===== config.mk =====
export PLATFORM = sky130hd
export DESIGN_NAME = cpck_top
export DESIGN_NICKNAME = d
export VERILOG_FILES = /design/src/rtl/cpck_pkg.sv /design/src/rtl/cpck_parity_gen.sv /design/src/rtl/cpck_top.sv
export VERILOG_INCLUDE_DIRS = /design/src /design/src/rtl
export SDC_FILE = /design/constraint.sdc
export NUM_CORES = 1
export LEC_CHECK = 0
export BUFFER_PORTS_ARGS = -buffer_cell sky130_fd_sc_hd__buf_2
export CAP_MARGIN = 5
export CORE_UTILIZATION = 45
export DETAILED_ROUTE_END_ITERATION = 16
export GPL_ROUTABILITY_DRIVEN = 0
export PLACE_DENSITY = 0.87
export SLEW_MARGIN = 20
export SYNTH_ARGS = -nofsm -noshare
export SYNTH_HDL_FRONTEND = slang
export SYNTH_SLANG_ARGS = --single-unit

===== constraint.sdc =====
create_clock -name clk -period 2 [get_ports clk]
set_clock_uncertainty 0.05 [all_clocks]
set_input_delay 0 -clock clk [delete_from_list [all_inputs] [get_ports clk]]
set_output_delay 0 -clock clk [all_outputs]
set_load 0.1 [all_outputs]

===== src/rtl/cpck_map.svh =====
// constants for the coprocessor control parity checker
`ifndef CPCK_MAP_SVH
`define CPCK_MAP_SVH

`define CPCK_CTRL_W 8
`define CPCK_CTRL_RST 1'h0
`define CPCK_PAR_RST 1'h1
`define CPCK_FLAG_RST 1'h0
`define CPCK_SRC_N 3

`endif


===== src/rtl/cpck_pkg.sv =====
// types shared by the coprocessor control parity checker
package cpck_pkg;

	typedef enum int unsigned {
		CPCK_SRC_EXT,
		CPCK_SRC_INT_RX,
		CPCK_SRC_INT_TX
	} cpck_src_e;

	typedef logic [2:0] cpck_cause_t;

endpackage


===== src/rtl/cpck_parity_gen.sv =====
// odd parity generator over a control group
module cpck_parity_gen #(
	parameter int W = 8
) (
	input wire logic [W-1:0] data,
	output logic parity
);

	// odd: data plus parity always holds an odd number of ones
	assign parity = ~(^data);

endmodule


===== src/rtl/cpck_top.sv =====
// parity protection of the control group between the integer and float units
`include "cpck_map.svh"

module cpck_top #(
	parameter int CTRL_W = `CPCK_CTRL_W
) (
	input wire logic clk,
	input wire logic rstn,
	input wire logic integer_unit_legacy_strap_n,
	input wire logic float_unit_legacy_strap_n,
	input wire logic [CTRL_W-1:0] ctrl_tx,
	output logic [CTRL_W-1:0] ctrl_to_float,
	output logic integer_to_float_parity,
	input wire logic [CTRL_W-1:0] ctrl_from_float,
	input wire logic float_to_integer_parity,
	output logic [CTRL_W-1:0] ctrl_rx,
	output logic check_active,
	output logic hardware_error_flag,
	output cpck_pkg::cpck_cause_t error_cause,
	output logic error_sticky,
	input wire logic error_clear
);

	logic [CTRL_W-1:0] tx_ctrl_reg;
	logic tx_par_reg;
	logic [CTRL_W-1:0] rx_ctrl_reg;
	logic rx_ipar_reg;
	logic check_active_reg;
	logic flag_reg;
	cpck_pkg::cpck_cause_t cause_reg;
	cpck_pkg::cpck_cause_t cause_next;
	logic sticky_reg;
	logic tx_par_next;
	logic rx_ipar_next;
	logic tx_par_recalc;
	logic rx_par_recalc;
	logic check_en;
	logic ext_mismatch;
	logic int_rx_mismatch;
	logic int_tx_mismatch;
	logic any_err;

	// true when a group and its parity bit hold an odd count of ones
	function automatic logic odd_ok(input logic [CTRL_W-1:0] d, input logic p);
		odd_ok = ^{d, p};
	endfunction

	// straps are active low: low means legacy mode, checking off
	assign check_en = integer_unit_legacy_strap_n & float_unit_legacy_strap_n;

	cpck_parity_gen #(
		.W(CTRL_W)
	) u_tx_gen (
		.data(ctrl_tx),
		.parity(tx_par_next)
	);

	// internal parity travels with the received group through the holding stage
	cpck_parity_gen #(
		.W(CTRL_W)
	) u_rx_gen (
		.data(ctrl_from_float),
		.parity(rx_ipar_next)
	);

	cpck_parity_gen #(
		.W(CTRL_W)
	) u_tx_chk (
		.data(tx_ctrl_reg),
		.parity(tx_par_recalc)
	);

	cpck_parity_gen #(
		.W(CTRL_W)
	) u_rx_chk (
		.data(rx_ctrl_reg),
		.parity(rx_par_recalc)
	);

	// parity line is only looked at while checking is enabled
	assign ext_mismatch = check_en & ~odd_ok(ctrl_from_float, float_to_integer_parity);
	// internal checks never look at the straps
	assign int_rx_mismatch = rx_par_recalc ^ rx_ipar_reg;
	assign int_tx_mismatch = tx_par_recalc ^ tx_par_reg;

	always_comb begin
		cause_next = '0;
		cause_next[cpck_pkg::CPCK_SRC_EXT] = ext_mismatch;
		cause_next[cpck_pkg::CPCK_SRC_INT_RX] = int_rx_mismatch;
		cause_next[cpck_pkg::CPCK_SRC_INT_TX] = int_tx_mismatch;
	end

	assign any_err = |cause_next;

	// outgoing group and its parity line leave from flops together
	always_ff @(posedge clk or negedge rstn) begin
		if (!rstn) begin
			tx_ctrl_reg <= '0;
			tx_par_reg <= `CPCK_PAR_RST;
		end else begin
			tx_ctrl_reg <= ctrl_tx;
			tx_par_reg <= tx_par_next;
		end
	end

	// received group held with internally generated parity
	always_ff @(posedge clk or negedge rstn) begin
		if (!rstn) begin
			rx_ctrl_reg <= '0;
			rx_ipar_reg <= `CPCK_PAR_RST;
		end else begin
			rx_ctrl_reg <= ctrl_from_float;
			rx_ipar_reg <= rx_ipar_next;
		end
	end

	always_ff @(posedge clk or negedge rstn) begin
		if (!rstn) begin
			check_active_reg <= `CPCK_FLAG_RST;
		end else begin
			check_active_reg <= check_en;
		end
	end

	// flag is high for each cycle that follows a detected mismatch
	always_ff @(posedge clk or negedge rstn) begin
		if (!rstn) begin
			flag_reg <= `CPCK_FLAG_RST;
			cause_reg <= '0;
		end else begin
			flag_reg <= any_err;
			cause_reg <= cause_next;
		end
	end

	// set wins over clear so an error in the clearing cycle is kept
	always_ff @(posedge clk or negedge rstn) begin
		if (!rstn) begin
			sticky_reg <= `CPCK_FLAG_RST;
		end else begin
			sticky_reg <= any_err | (sticky_reg & ~error_clear);
		end
	end

	assign ctrl_to_float = tx_ctrl_reg;
	assign integer_to_float_parity = tx_par_reg;
	assign ctrl_rx = rx_ctrl_reg;
	assign check_active = check_active_reg;
	assign hardware_error_flag = flag_reg;
	assign error_cause = cause_reg;
	assign error_sticky = sticky_reg;

	property p_ext_flag;
		@(posedge clk) disable iff (!rstn)
		(check_en && !odd_ok(ctrl_from_float, float_to_integer_parity))
			|=> hardware_error_flag;
	endproperty
	a_ext_flag: assert property (p_ext_flag) else $error("received mismatch not flagged");

	property p_ext_cause;
		@(posedge clk) disable iff (!rstn)
		(integer_unit_legacy_strap_n && float_unit_legacy_strap_n
			&& !odd_ok(ctrl_from_float, float_to_integer_parity))
			|=> error_cause[cpck_pkg::CPCK_SRC_EXT];
	endproperty
	a_ext_cause: assert property (p_ext_cause) else $error("enabled check missed error");

	property p_legacy_ignore;
		@(posedge clk) disable iff (!rstn)
		(!integer_unit_legacy_strap_n || !float_unit_legacy_strap_n)
			|=> !error_cause[cpck_pkg::CPCK_SRC_EXT];
	endproperty
	a_legacy_ignore: assert property (p_legacy_ignore) else $error("parity seen in legacy");

	property p_tx_odd;
		@(posedge clk) disable iff (!rstn)
		odd_ok(ctrl_to_float, integer_to_float_parity);
	endproperty
	a_tx_odd: assert property (p_tx_odd) else $error("outgoing parity not odd");

	property p_tx_follow;
		@(posedge clk) disable iff (!rstn)
		1'b1 |=> (ctrl_to_float == $past(ctrl_tx))
			&& (integer_to_float_parity == ~(^$past(ctrl_tx)));
	endproperty
	a_tx_follow: assert property (p_tx_follow) else $error("parity line not with group");

	property p_int_rx;
		@(posedge clk) disable iff (!rstn)
		int_rx_mismatch |=> hardware_error_flag && error_cause[cpck_pkg::CPCK_SRC_INT_RX];
	endproperty
	a_int_rx: assert property (p_int_rx) else $error("internal rx error not flagged");

	property p_int_tx;
		@(posedge clk) disable iff (!rstn)
		int_tx_mismatch |=> hardware_error_flag && error_cause[cpck_pkg::CPCK_SRC_INT_TX];
	endproperty
	a_int_tx: assert property (p_int_tx) else $error("internal tx error not flagged");

	property p_flag_clean;
		@(posedge clk) disable iff (!rstn)
		!any_err |=> !hardware_error_flag && (error_cause == '0);
	endproperty
	a_flag_clean: assert property (p_flag_clean) else $error("flag without a mismatch");

	property p_sticky;
		@(posedge clk) disable iff (!rstn)
		(hardware_error_flag |-> error_sticky)
			and ((error_sticky && !error_clear) |=> error_sticky);
	endproperty
	a_sticky: assert property (p_sticky) else $error("sticky error lost");

	property p_check_active;
		@(posedge clk) disable iff (!rstn)
		1'b1 |=> check_active == $past(check_en);
	endproperty
	a_check_active: assert property (p_check_active) else $error("check state wrong");

endmodule


==> results of run 1 <==
## cell usage after synthesis
cell       number  area [µm²]
xor2_1          2        17.5
nand2b_1        1        6.26
xnor3_1         2        45.0
o211ai_2        1        12.5
xnor2_2         3        48.8
xor3_1          1        23.8
dfrtp_1        22         551
nor2_1          1        3.75
o2111ai_2       1        15.0
nand2_1         1        3.75
inv_1           3        11.3
dfstp_2         2        52.6
xnor2_1        21         184
## final cells by class
cell class,count,area [µm²]
fill,139,538
clock buffer,4,26.3
timing repair buffer,64,420
inverter,3,11.3
sequential,24,612
tap,27,33.8
multi-input combinational,34,360
## worst paths after layout
kind	slack, ps	cells past startpoint	to
setup / recovery	370	4	error_sticky$_DFF_PN0_
setup reg to reg	370	4	error_sticky$_DFF_PN0_
hold reg to reg	510	2	error_sticky$_DFF_PN0_
hold / removal	20	3	hardware_error_flag$_DFF_PN0_
min in group asynchronous	130	2	ctrl_rx[1]$_DFF_PN0_
max in group asynchronous	1390	2	ctrl_to_float[6]$_DFF_PN0_
## metrics by stage
| step | hold slack (ps) | total power [W] | cell area [µm²] |
|---|---|---|---|
| 2_1_floorplan | -346 | 0.00138 | 983 |
| 3_3_place_gp | -61.0 | 0.00150 | 1240 |
| 3_5_place_dp | -51.3 | 0.00153 | 1240 |
| 4_1_cts | 9.03 | 0.00176 | 1460 |
| 5_1_grt | 29.4 | 0.00183 | 1460 |
| 6_report | 23.0 | 0.00174 | 1460 |
## logic make-up (layout without fill, tap and decap cells)
logic type	count (synthesis)	in the layout	synth area share [%]
compound gates	2	2	2.82
xor+xnor	29	29	32.7
simple gates	3	3	1.41
buf+inv	3	71	1.16
flops	24	24	61.9
## repair_timing
action	in CTS	in global routing
hold buffers	20	0
setup endpoints to repair	0	0
hold endpoints to repair	43	0
buffers inserted	0	0
## layer usage
metal / routed length [µm] / track usage, % / up-vias / share of wire (%)
met5: 0 / 0 / - / 0
met4: 57 / 9.80 / 0 / 3.1
met3: 55 / 1.57 / 6 / 3.0
met2: 1050 / 32.9 / 23 / 57
met1: 677 / 18.9 / 320 / 37
li1: - / - / 330 / -
## power by group through the flow
stage	Clock [W]	Combinational, W	Sequential, W
final	0.000204	0.000936	0.000605
after global routing	0.000242	0.000971	0.000614
after CTS	0.000215	0.000941	0.000606
after detailed placement	0	0.000910	0.000616
after global placement	0	0.000891	0.000613
after floorplan	0	0.000269	0.00111
## critical path, cell delays in order, from the launching register on
cell and delay [ps]:
dfrtp_2 430, xnor2_1 170, xnor3_1 460, xnor2_2 270
o2111ai_2 130
==> metrics.md, run 1 <==
| Metric | Value |
|---|---|
| Status | complete, no violations |
| Vias/cell | 4.35 |
| CTS Buf Count | 3 |
| Commonest cells after routing, fill and taps aside | buf_2, xnor2_1, dlygate4sd3_1 |
| Final wirelength | 1.84 mm |
| CP Launch Point | ctrl_rx[7]$_DFF_PN0_ |
| Starting Density | 48.7% |
| Area growth syn-to-layout | 50.2% |
| FP Rows | 16 |
| Initial antenna violation count | 0 |
| Switching Share | 48.1% |
| Required time worst endpoint | 2120 ps |
| DIE HEIGHT | 48.5 µm |
| Final cell count without fillers | 156 |
| Dpl hpwl | 1.29 mm |
| P per Cell Area | 1190 nW/µm² |
| # diodes | 0 |
| Share of layout cells above drive strength 1 | 47.3% |
| H-tree depth | 1 |
| Router iterations before antenna repair | 3 |
| Total congestion overflow | 0 |
| Drt drc | 0 |
| Final #Nets | 152 |
| Static Leak | 0.692 nW |
| Final worst slack | 370 ps |
| Max Clk Rate | 613 MHz |
| # IOs | 45 |
| Yosys cell types | 13 |
| Min-Delay Path Class | primary input to flop |
| Clk slew on worst S/H paths | 120 ps |
| Die Width | 48.5 µm |
| CTS Sinks | 24 |
| Syn avg cell area | 16.0 µm² |
| Reg power frac | 34.7% |
| Comb pwr share | 53.6% |
| ANT nets after route | 0 |
| Startpoint Class | flop |
| Later-pin clock latency in the skew report | 300 ps |
| R2R Path Start | ctrl_rx[7]$_DFF_PN0_ |
| Sequential share of the synthesized area | 61.9% |
| Internal power | 0.000905 W |
| WS Path Type | flop to flop |
| Sw Pwr | 0.000840 W |
| Peak VDD IR | 0.00113 V |
| Number of global-route vias before repair | 683 |
| Largest net degree at the start of global routing | 25 |
| Final count of hold timing violations | 0 |
| Finished Core Util | 73.1% |
| Clock share of power | 11.7% |
| Final setup fails | 0 |
| Final setup TNS | 0 ps |
| Commonest non-fill, non-tap cell in the layout | buf_2 |
| Slew Limit Fails | 0 |
| FF+latch count, synth | 24 |
| Yosys warns | 0 |
| Final period utilization | 81.5% |
| Synthesized instance count | 61 |
| Crit path capture type | flop |
| Hold path start | integer_unit_legacy_strap_n |
| Post-CTS sizing | 0 |
| CTS max path bufs | 2 |
| Placed Cells incl. Taps | 132 |
| Die ar. | 2360 µm² |
| Syn nets | 83 |
| Pre-CTS setup slack | 365 ps |
| Port Buffers | 44 |
| First-pass GRT wire length | 3.05 mm |
| RSZ-0062 raised after global routing | no |
| Worst-margin pin slew | 498 ps |
| Min Tclk post-route | 1630 ps |
| CTS tree | yes |
| Worst-path fanout max | 3 |
| Initial detailed-routing violation count | 3 |
| Post-synthesis cell area | 975 µm² |
| All-Layer GR Usage | 17.4% |
| Max_cap viols | 0 |
| Slew HR | 66.8% |
| Crit path arrival time | 1750 ps |
| Core Box Area | 2000 µm² |
| Detailed-route via count | 679 |
| Post-DR wirelength/cell | 11.8 µm |
| Clock root cell | clkbuf_4 |
Note: power is estimated with default switching activity, not from simulation.
==> inputs of run 2 (changes only) <==
ABC_AREA = 1   (was unset)
CORE_UTILIZATION = 43   (was 45)
PLACE_DENSITY = 0.84   (was 0.87)
clock period = 1.4 ns   (was 2 ns; I/O delays follow)
==> run 2 against run 1 <==
Net effect: the flow now finishes with violations (negative setup slack); global-route usage barely moved; routed wire length rose by 32%; synthesized cell count rose by 130%.
==> metrics.md, run 2 <==
| Metric | Value |
|---|---|
| Share of layout cells above drive strength 1 | 44.3% (-3.0 points) |
| Port Buffers | 44 (unchanged) |
| Detailed-route via count | 1,058 (+56%) |
| R2R Path Start | ctrl_to_float[1]$_DFF_PN0_ |
| Synthesized instance count | 142 (+130%) |
| Synth area leaders | dfrtp_1, nand2_1, xnor2_1 |
| Violated checks | negative setup slack |
| Initial antenna violation count | 0 (unchanged) |
| Final worst slack | -30.9 ps (-401 ps) |
| CTS Buf Count | 3 (unchanged) |
| Core Box Area | 2540 µm² (+27%) |
| Final count of hold timing violations | 0 (unchanged) |
| Crit path capture type | flop |
| Most common cell in the netlist | nand2_1 |
| Largest net degree at the start of global routing | 25 (unchanged) |
| Post-synthesis mux area share | 0% (unchanged) |
| Later-pin clock latency in the skew report | 310 ps (about the same) |
| Startpoint Class | flop |
| Largest area contributor in the netlist | dfrtp_1 |
| Max_cap viols | 0 (unchanged) |
| Status | finished, violations left |
| WS Path Type | flop to flop |
| XOR/XNOR share of the synthesized area | 15.4% (-17 points) |
| All-Layer GR Usage | 17.3% (-0.041 points) |
| Commonest non-fill, non-tap cell in the layout | nand2_1 |
| Clk slew on worst S/H paths | 130 ps (about the same) |
| Delay-heaviest family, CP | simple AND/OR/NAND/NOR gates |
| ANT nets after route | 0 (unchanged) |
| Number of global-route vias before repair | 886 (+30%) |
| Worst-margin pin slew | 487 ps (-11.5 ps) |
| Buf+Inv Stages, Crit Path | 1 (+1) |
| Final period utilization | 102% (+21 points) |
| Finished Core Util | 70.5% (-2.6 points) |
| Router iterations before antenna repair | 4 (+1) |
| Peak VDD IR | 0.00146 V (+30%) |
| Pre-CTS setup slack | 22.2 ps (-343 ps) |
| Initial detailed-routing violation count | 8 (+5) |
| Vias/cell | 4.41 (+1.3%) |
| FF-to-FF path depth | 10 (+6) |
| EDFF count, synth | 0 (unchanged) |
| Crit path arrival time | 1590 ps (-160 ps) |
| Syn avg cell area | 8.39 µm² (-48%) |
| Max Clk Rate | 699 MHz (+14%) |
| CTS max path bufs | 2 (unchanged) |
| Ys async rst share | 100% (unchanged) |
| FF+latch count, synth | 24 (unchanged) |
| Commonest cells after routing, fill and taps aside | nand2_1, buf_2, dlygate4sd3_1 |
| Sequential share of the synthesized area | 50.6% (-11 points) |
| CTS Sinks | 24 (unchanged) |
| CTS tree | yes |
| Worst path cell trace | inv_2, nand2_2, nand2_2, nand2_2, nand3b_1, nand2_1, nand2_1, nand2_2, nor2_4, nand3_2 |
| Slew HR | 67.6% (+0.77 points) |
| Worst R2R End | error_sticky$_DFF_PN0_ |
| Slew Limit Fails | 0 (unchanged) |
| Die ar. | 2980 µm² (+27%) |
| Area growth syn-to-layout | 50.6% |
| # IOs | 45 (unchanged) |
| Critical Path Most Common Cell | nand2_2 |
| Static Leak | 0.947 nW (+37%) |
| DIE HEIGHT | 54.6 µm (+13%) |
| # diodes | 0 (unchanged) |
| Dpl hpwl | 1.63 mm (+26%) |
| Post-DR wirelength/cell | 10.2 µm (-14%) |
| Total congestion overflow | 0 (unchanged) |
| Post-synth top cells | nand2_1, inv_1, dfrtp_1 |
| Yosys warns | 0 (unchanged) |
| First-pass GRT wire length | 3.50 mm (+15%) |
| Adder-Cell Fraction of Synth Area | 0% (unchanged) |
| Largest family of logic cells by synthesized area | simple AND/OR/NAND/NOR gates |
| Final wirelength | 2.44 mm (+32%) |
| Drt drc | 0 (unchanged) |
| P per Cell Area | 1340 nW/µm² (+12%) |
| Compound-Gate Fraction of Synth Area | 0% (-2.8 points) |
| Post-Synth Simple-Gate Area | 25.7% (+24 points) |
| Most used DFF post-synth | dfrtp_1 |
| Critical Path Max Stage Delay | 520 ps (+60 ps) |
| Final #Nets | 233 (+53%) |
| Hold WS | 110 ps (+87.4 ps) |
| Starting Density | 46.8% (-1.9 points) |
| Clock root cell | clkbuf_4 |
| Yosys cell types | 13 (unchanged) |
| R2r setup slk | -30 ps (-400 ps) |
| Min Tclk post-route | 1430 ps (-199 ps) |
| Min-Delay Path Class | primary input to asynchronous set/reset pin |
| Area share of the largest cell type after synthesis | 46.2% (-10 points) |
| Post-synthesis cell area | 1190 µm² (+22%) |
| Die Width | 54.6 µm (+13%) |
| Required time worst endpoint | 1560 ps (-560 ps) |
| RSZ-0062 raised after global routing | yes |
| Syn nets | 164 (+98%) |
| Final setup fails | 2 (+2) |
| FP Rows | 18 (+2) |
| Slowest cell on crit path | dfrtp_4 |
| H-tree depth | 1 (unchanged) |
| Worst-path fanout max | 3 (unchanged) |
-- run 2: kinds of logic (layout without fill, tap and decap cells) --
| group | count (synthesis) | count (layout) |
|---|---|---|
| flops | 24 | 24 |
| buf+inv | 26 | 94 |
| xor+xnor | 21 | 21 |
| simple gates | 71 | 71 |
-- run 2: metal layers --
| metal | GRT usage [%] | routed length (µm) | up-vias |
|---|---|---|---|
| met2 | 36.7 | 1430 | 36 |
| met1 | 15.1 | 888 | 466 |
| met4 | 7.69 | 16 | 0 |
| met3 | 2.50 | 97 | 2 |
| met5 | 0 | 0 | - |
| li1 | - | - | 554 |
-- run 2: worst max path at each step --
| stage | startpoint | endpoint | slack, ps | depth (start not counted) |
|---|---|---|---|---|
| 6_report | ctrl_to_float[1]$_DFF_PN0_ | error_sticky$_DFF_PN0_ | -30 | 10 |
| 5_1_grt | ctrl_to_float[1]$_DFF_PN0_ | hardware_error_flag$_DFF_PN0_ | -150 | 10 |
| 4_1_cts | ctrl_rx[2]$_DFF_PN0_ | error_sticky$_DFF_PN0_ | 4 | 12 |
| 3_5_place_dp | rx_ipar_reg$_DFF_PN1_ | error_sticky$_DFF_PN0_ | 20 | 8 |
| 3_3_place_gp | rx_ipar_reg$_DFF_PN1_ | hardware_error_flag$_DFF_PN0_ | 50 | 8 |
| 2_1_floorplan | integer_to_float_parity$_DFF_PN1_ | error_sticky$_DFF_PN0_ | -90 | 7 |
-- run 2: layout make-up --
type	instances	area [µm²]
Clock buffer	4	36.3
Tap cell	30	37.5
Sequential cell	24	657
Multi-Input combinational cell	92	531
Fill cell	199	751
Timing Repair Buffer	64	435
Inverter	26	97.6
-- run 2: power breakdown --
group | switching, W | total, W | internal [W]
Sequential | 0.0000555 | 0.000875 | 0.000819
Combinational | 0.000867 | 0.00117 | 0.000299
Clock | 0.000199 | 0.000358 | 0.000159
-- run 2: metrics by stage --
stage,area (µm²),power [W],TNS (ps),std cells
global route,1790,0.00253,-289,240
floorplan,1250,0.00176,-163,142
CTS,1760,0.00239,0,240
finish,1790,0.00240,-54.0,240
global placement,1530,0.00197,0,216
detailed placement,1530,0.00199,0,216
-- run 2: timing repair --
item / in CTS / in global routing
gates resized for setup: 0 / 10
hold buffers: 20 / 0
setup buffers: 0 / 0
hold endpoints to repair: 44 / 0
endpoints found under the setup margin: 0 / 2
==> inputs of run 3 (changes only) <==
ABC_AREA = unset   (was 1)
CORE_UTILIZATION = 40   (was 43)
PLACE_DENSITY = 0.83   (was 0.84)
==> run 3 against run 2 <==
Net effect: routed wire length fell by 20%; cell count is 33% lower; critical path depth shrank 6; global-route usage down 0.32 points; largest cell class unchanged; die area down 12%; design area shrank 12%; worst hold slack lost 11 ps; register-to-register slack worse by 200 ps; combinational power up 19%; the flow still finishes with violations (negative setup slack); largest power group unchanged; highest routed layer unchanged; setup slack got worse by 200 ps; clock power up 39%.
==> metrics.md, run 3 (synthesis results as in run 1) <==
| Metric | Value |
|---|---|
| Drt drc | 0 (unchanged) |
| Status | finished, violations left |
| Violated checks | negative setup slack |
| Vias/cell | 4.17 (-5.4%) |
| Starting Density | 43.2% (-3.6 points) |
| Final count of hold timing violations | 0 (unchanged) |
| Final worst slack | -229 ps (-198 ps) |
| Hold path start | float_to_integer_parity |
| Final wirelength | 1.95 mm (-20%) |
| First-pass GRT wire length | 3.13 mm (-11%) |
| Static Leak | 0.735 nW (-22%) |
| P per Cell Area | 1760 nW/µm² (+31%) |
| Min Tclk post-route | 1630 ps (+198 ps) |
| Dpl hpwl | 1.30 mm (-20%) |
| CTS Buf Count | 3 (unchanged) |
| Final setup fails | 4 (+2) |
| Switching Share | 44.5% (-2.3 points) |
| R2R Path Start | ctrl_to_float[2]$_DFF_PN0_ |
| Clock root cell | clkbuf_4 |
| Initial detailed-routing violation count | 0 (-8) |
| Commonest non-fill, non-tap cell in the layout | buf_2 |
| Number of global-route vias before repair | 726 (-18%) |
| Sw Pwr | 0.00123 W (+10%) |
| Reg power frac | 31.9% (-4.6 points) |
| Max_cap viols | 0 (unchanged) |
| All-Layer GR Usage | 17.0% (-0.32 points) |
| H-tree depth | 1 (unchanged) |
| Internal power | 0.00154 W (+21%) |
| Final #Nets | 155 (-33%) |
| Peak VDD IR | 0.00157 V (+7.0%) |
| Die Width | 51.4 µm (-6.0%) |
| Post-DR wirelength/cell | 12.2 µm (+20%) |
| Crit path arrival time | 1780 ps (+190 ps) |
| CTS tree | yes |
| Detailed-route via count | 667 (-37%) |
| Slew Limit Fails | 0 (unchanged) |
| # fillers | 173 (-13%) |
| Min-Delay Path Class | primary input to flop |
| FF-to-FF path depth | 4 (-6) |
| Share of layout cells above drive strength 1 | 57.6% (+13 points) |
| Clock share of power | 17.9% (+3.0 points) |
| # IOs | 45 (unchanged) |
| DIE HEIGHT | 51.4 µm (-6.0%) |
| Die ar. | 2640 µm² (-12%) |
| Router iterations before antenna repair | 1 (-3) |
| Initial antenna violation count | 0 (unchanged) |
| CTS Sinks | 24 (unchanged) |
| Hold Path End | error_cause[0]$_DFF_PN0_ |
| CTS max path bufs | 2 (unchanged) |
| Later-pin clock latency in the skew report | 320 ps (about the same) |
| Hold WS | 99.4 ps (-11.0 ps) |
| RSZ-0062 raised after global routing | yes |
| Hold Path Depth | 3 |
| Worst-margin pin slew | 526 ps (+39.4 ps) |
| ANT nets after route | 0 (unchanged) |
| Slew HR | 64.9% (-2.6 points) |
| Final period utilization | 116% (+14 points) |
| # diodes | 0 (unchanged) |
| Startpoint Class | flop |
| Port Buffers | 44 (unchanged) |
| Required time worst endpoint | 1550 ps (about the same) |
| Core Box Area | 2250 µm² (-11%) |
| Worst-path fanout max | 3 (unchanged) |
| Max Clk Rate | 614 MHz (-12%) |
| Design area | 1580 µm² (-12%) |
| R2r setup slk | -230 ps (-200 ps) |
| Comb pwr share | 50.2% (+1.6 points) |
| WS Path Type | flop to flop |
| Tot Pwr | 0.00277 W (+16%) |
| Total congestion overflow | 0 (unchanged) |
| Commonest cells after routing, fill and taps aside | buf_2, dlygate4sd3_1, xnor2_1 |
| Area growth syn-to-layout | 62.0% |
| Crit path capture type | flop |
| FP Rows | 17 (-1) |
| Largest net degree at the start of global routing | 25 (unchanged) |
| Dpl cell area | 1280 µm² (-16%) |
| Worst R2R End | error_sticky$_DFF_PN0_ |
| Clk slew on worst S/H paths | 140 ps (about the same) |
[run 3: per-stage QoR]
| step | utilization (%) | worst slack (ps) | instances | TNS [ps] |
|---|---|---|---|---|
| 4_1_cts | 69.6 | -234 | 159 | -670 |
| 2_1_floorplan | - | -356 | 61 | -1200 |
| 3_5_place_dp | 57.0 | -224 | 134 | -667 |
| 6_report | 70.0 | -229 | 160 | -597 |
| 5_1_grt | 70.0 | -292 | 160 | -863 |
| 3_3_place_gp | 57.0 | -190 | 134 | -546 |
[run 3: timing repair]
| action | 4_1_cts | 5_1_grt |
|---|---|---|
| resized for setup | 3 | 1 |
| endpoints found under the hold margin | 45 | 0 |
| endpoints found under the setup margin | 4 | 5 |
| setup buffers | 0 | 1 |
| pin swaps | 3 | 2 |
| hold buffers | 21 | 0 |
[run 3: layout make-up]
class                      instances  area, µm²  area share (%)
tap                               28       35.0            2.22
inverter                           3       11.3           0.713
sequential                        24        636            40.3
clock buffer                       3       22.5            1.43
clock inverter                     1       30.0            1.90
timing repair buffer              67        460            29.2
multi-input combinational         34        384            24.3
[run 3: how the worst max path moves through the flow]
| stage | from | to | slack, ps | cells after the start |
|---|---|---|---|---|
| floorplan | ctrl_to_float[2]$_DFF_PN0_ | error_sticky$_DFF_PN0_ | -360 | 4 |
| global placement | ctrl_to_float[2]$_DFF_PN0_ | error_sticky$_DFF_PN0_ | -190 | 4 |
| detailed placement | ctrl_rx[7]$_DFF_PN0_ | error_sticky$_DFF_PN0_ | -220 | 4 |
| CTS | ctrl_to_float[2]$_DFF_PN0_ | error_sticky$_DFF_PN0_ | -230 | 4 |
| global route | ctrl_to_float[2]$_DFF_PN0_ | error_sticky$_DFF_PN0_ | -290 | 4 |
| finish | ctrl_to_float[2]$_DFF_PN0_ | error_sticky$_DFF_PN0_ | -230 | 4 |
[run 3: worst max-delay path: stages, from the launching register on]
cell	delay [ps]
dfrtp_4	510
xnor2_2	150
xnor3_1	440
xnor2_2	210
o2111ai_2	150
[run 3: power by group through the flow]
stage / Combinational (W) / Clock (W) / Sequential (W)
after floorplan: 0.000370 / 0 / 0.00161
after global placement: 0.00132 / 0 / 0.000889
after detailed placement: 0.00134 / 0 / 0.000900
after CTS: 0.00139 / 0.000518 / 0.000888
after global routing: 0.00145 / 0.000549 / 0.000896
final: 0.00139 / 0.000496 / 0.000885
[run 3: per-layer routing]
metal | global-route usage [%] | vias up | wire [µm]
met1 | 18.1 | 315 | 676
met2 | 32.0 | 18 | 1200
met3 | 1.79 | 2 | 48
met4 | 9.46 | 0 | 27
met5 | 0 | - | 0
li1 | - | 332 | -
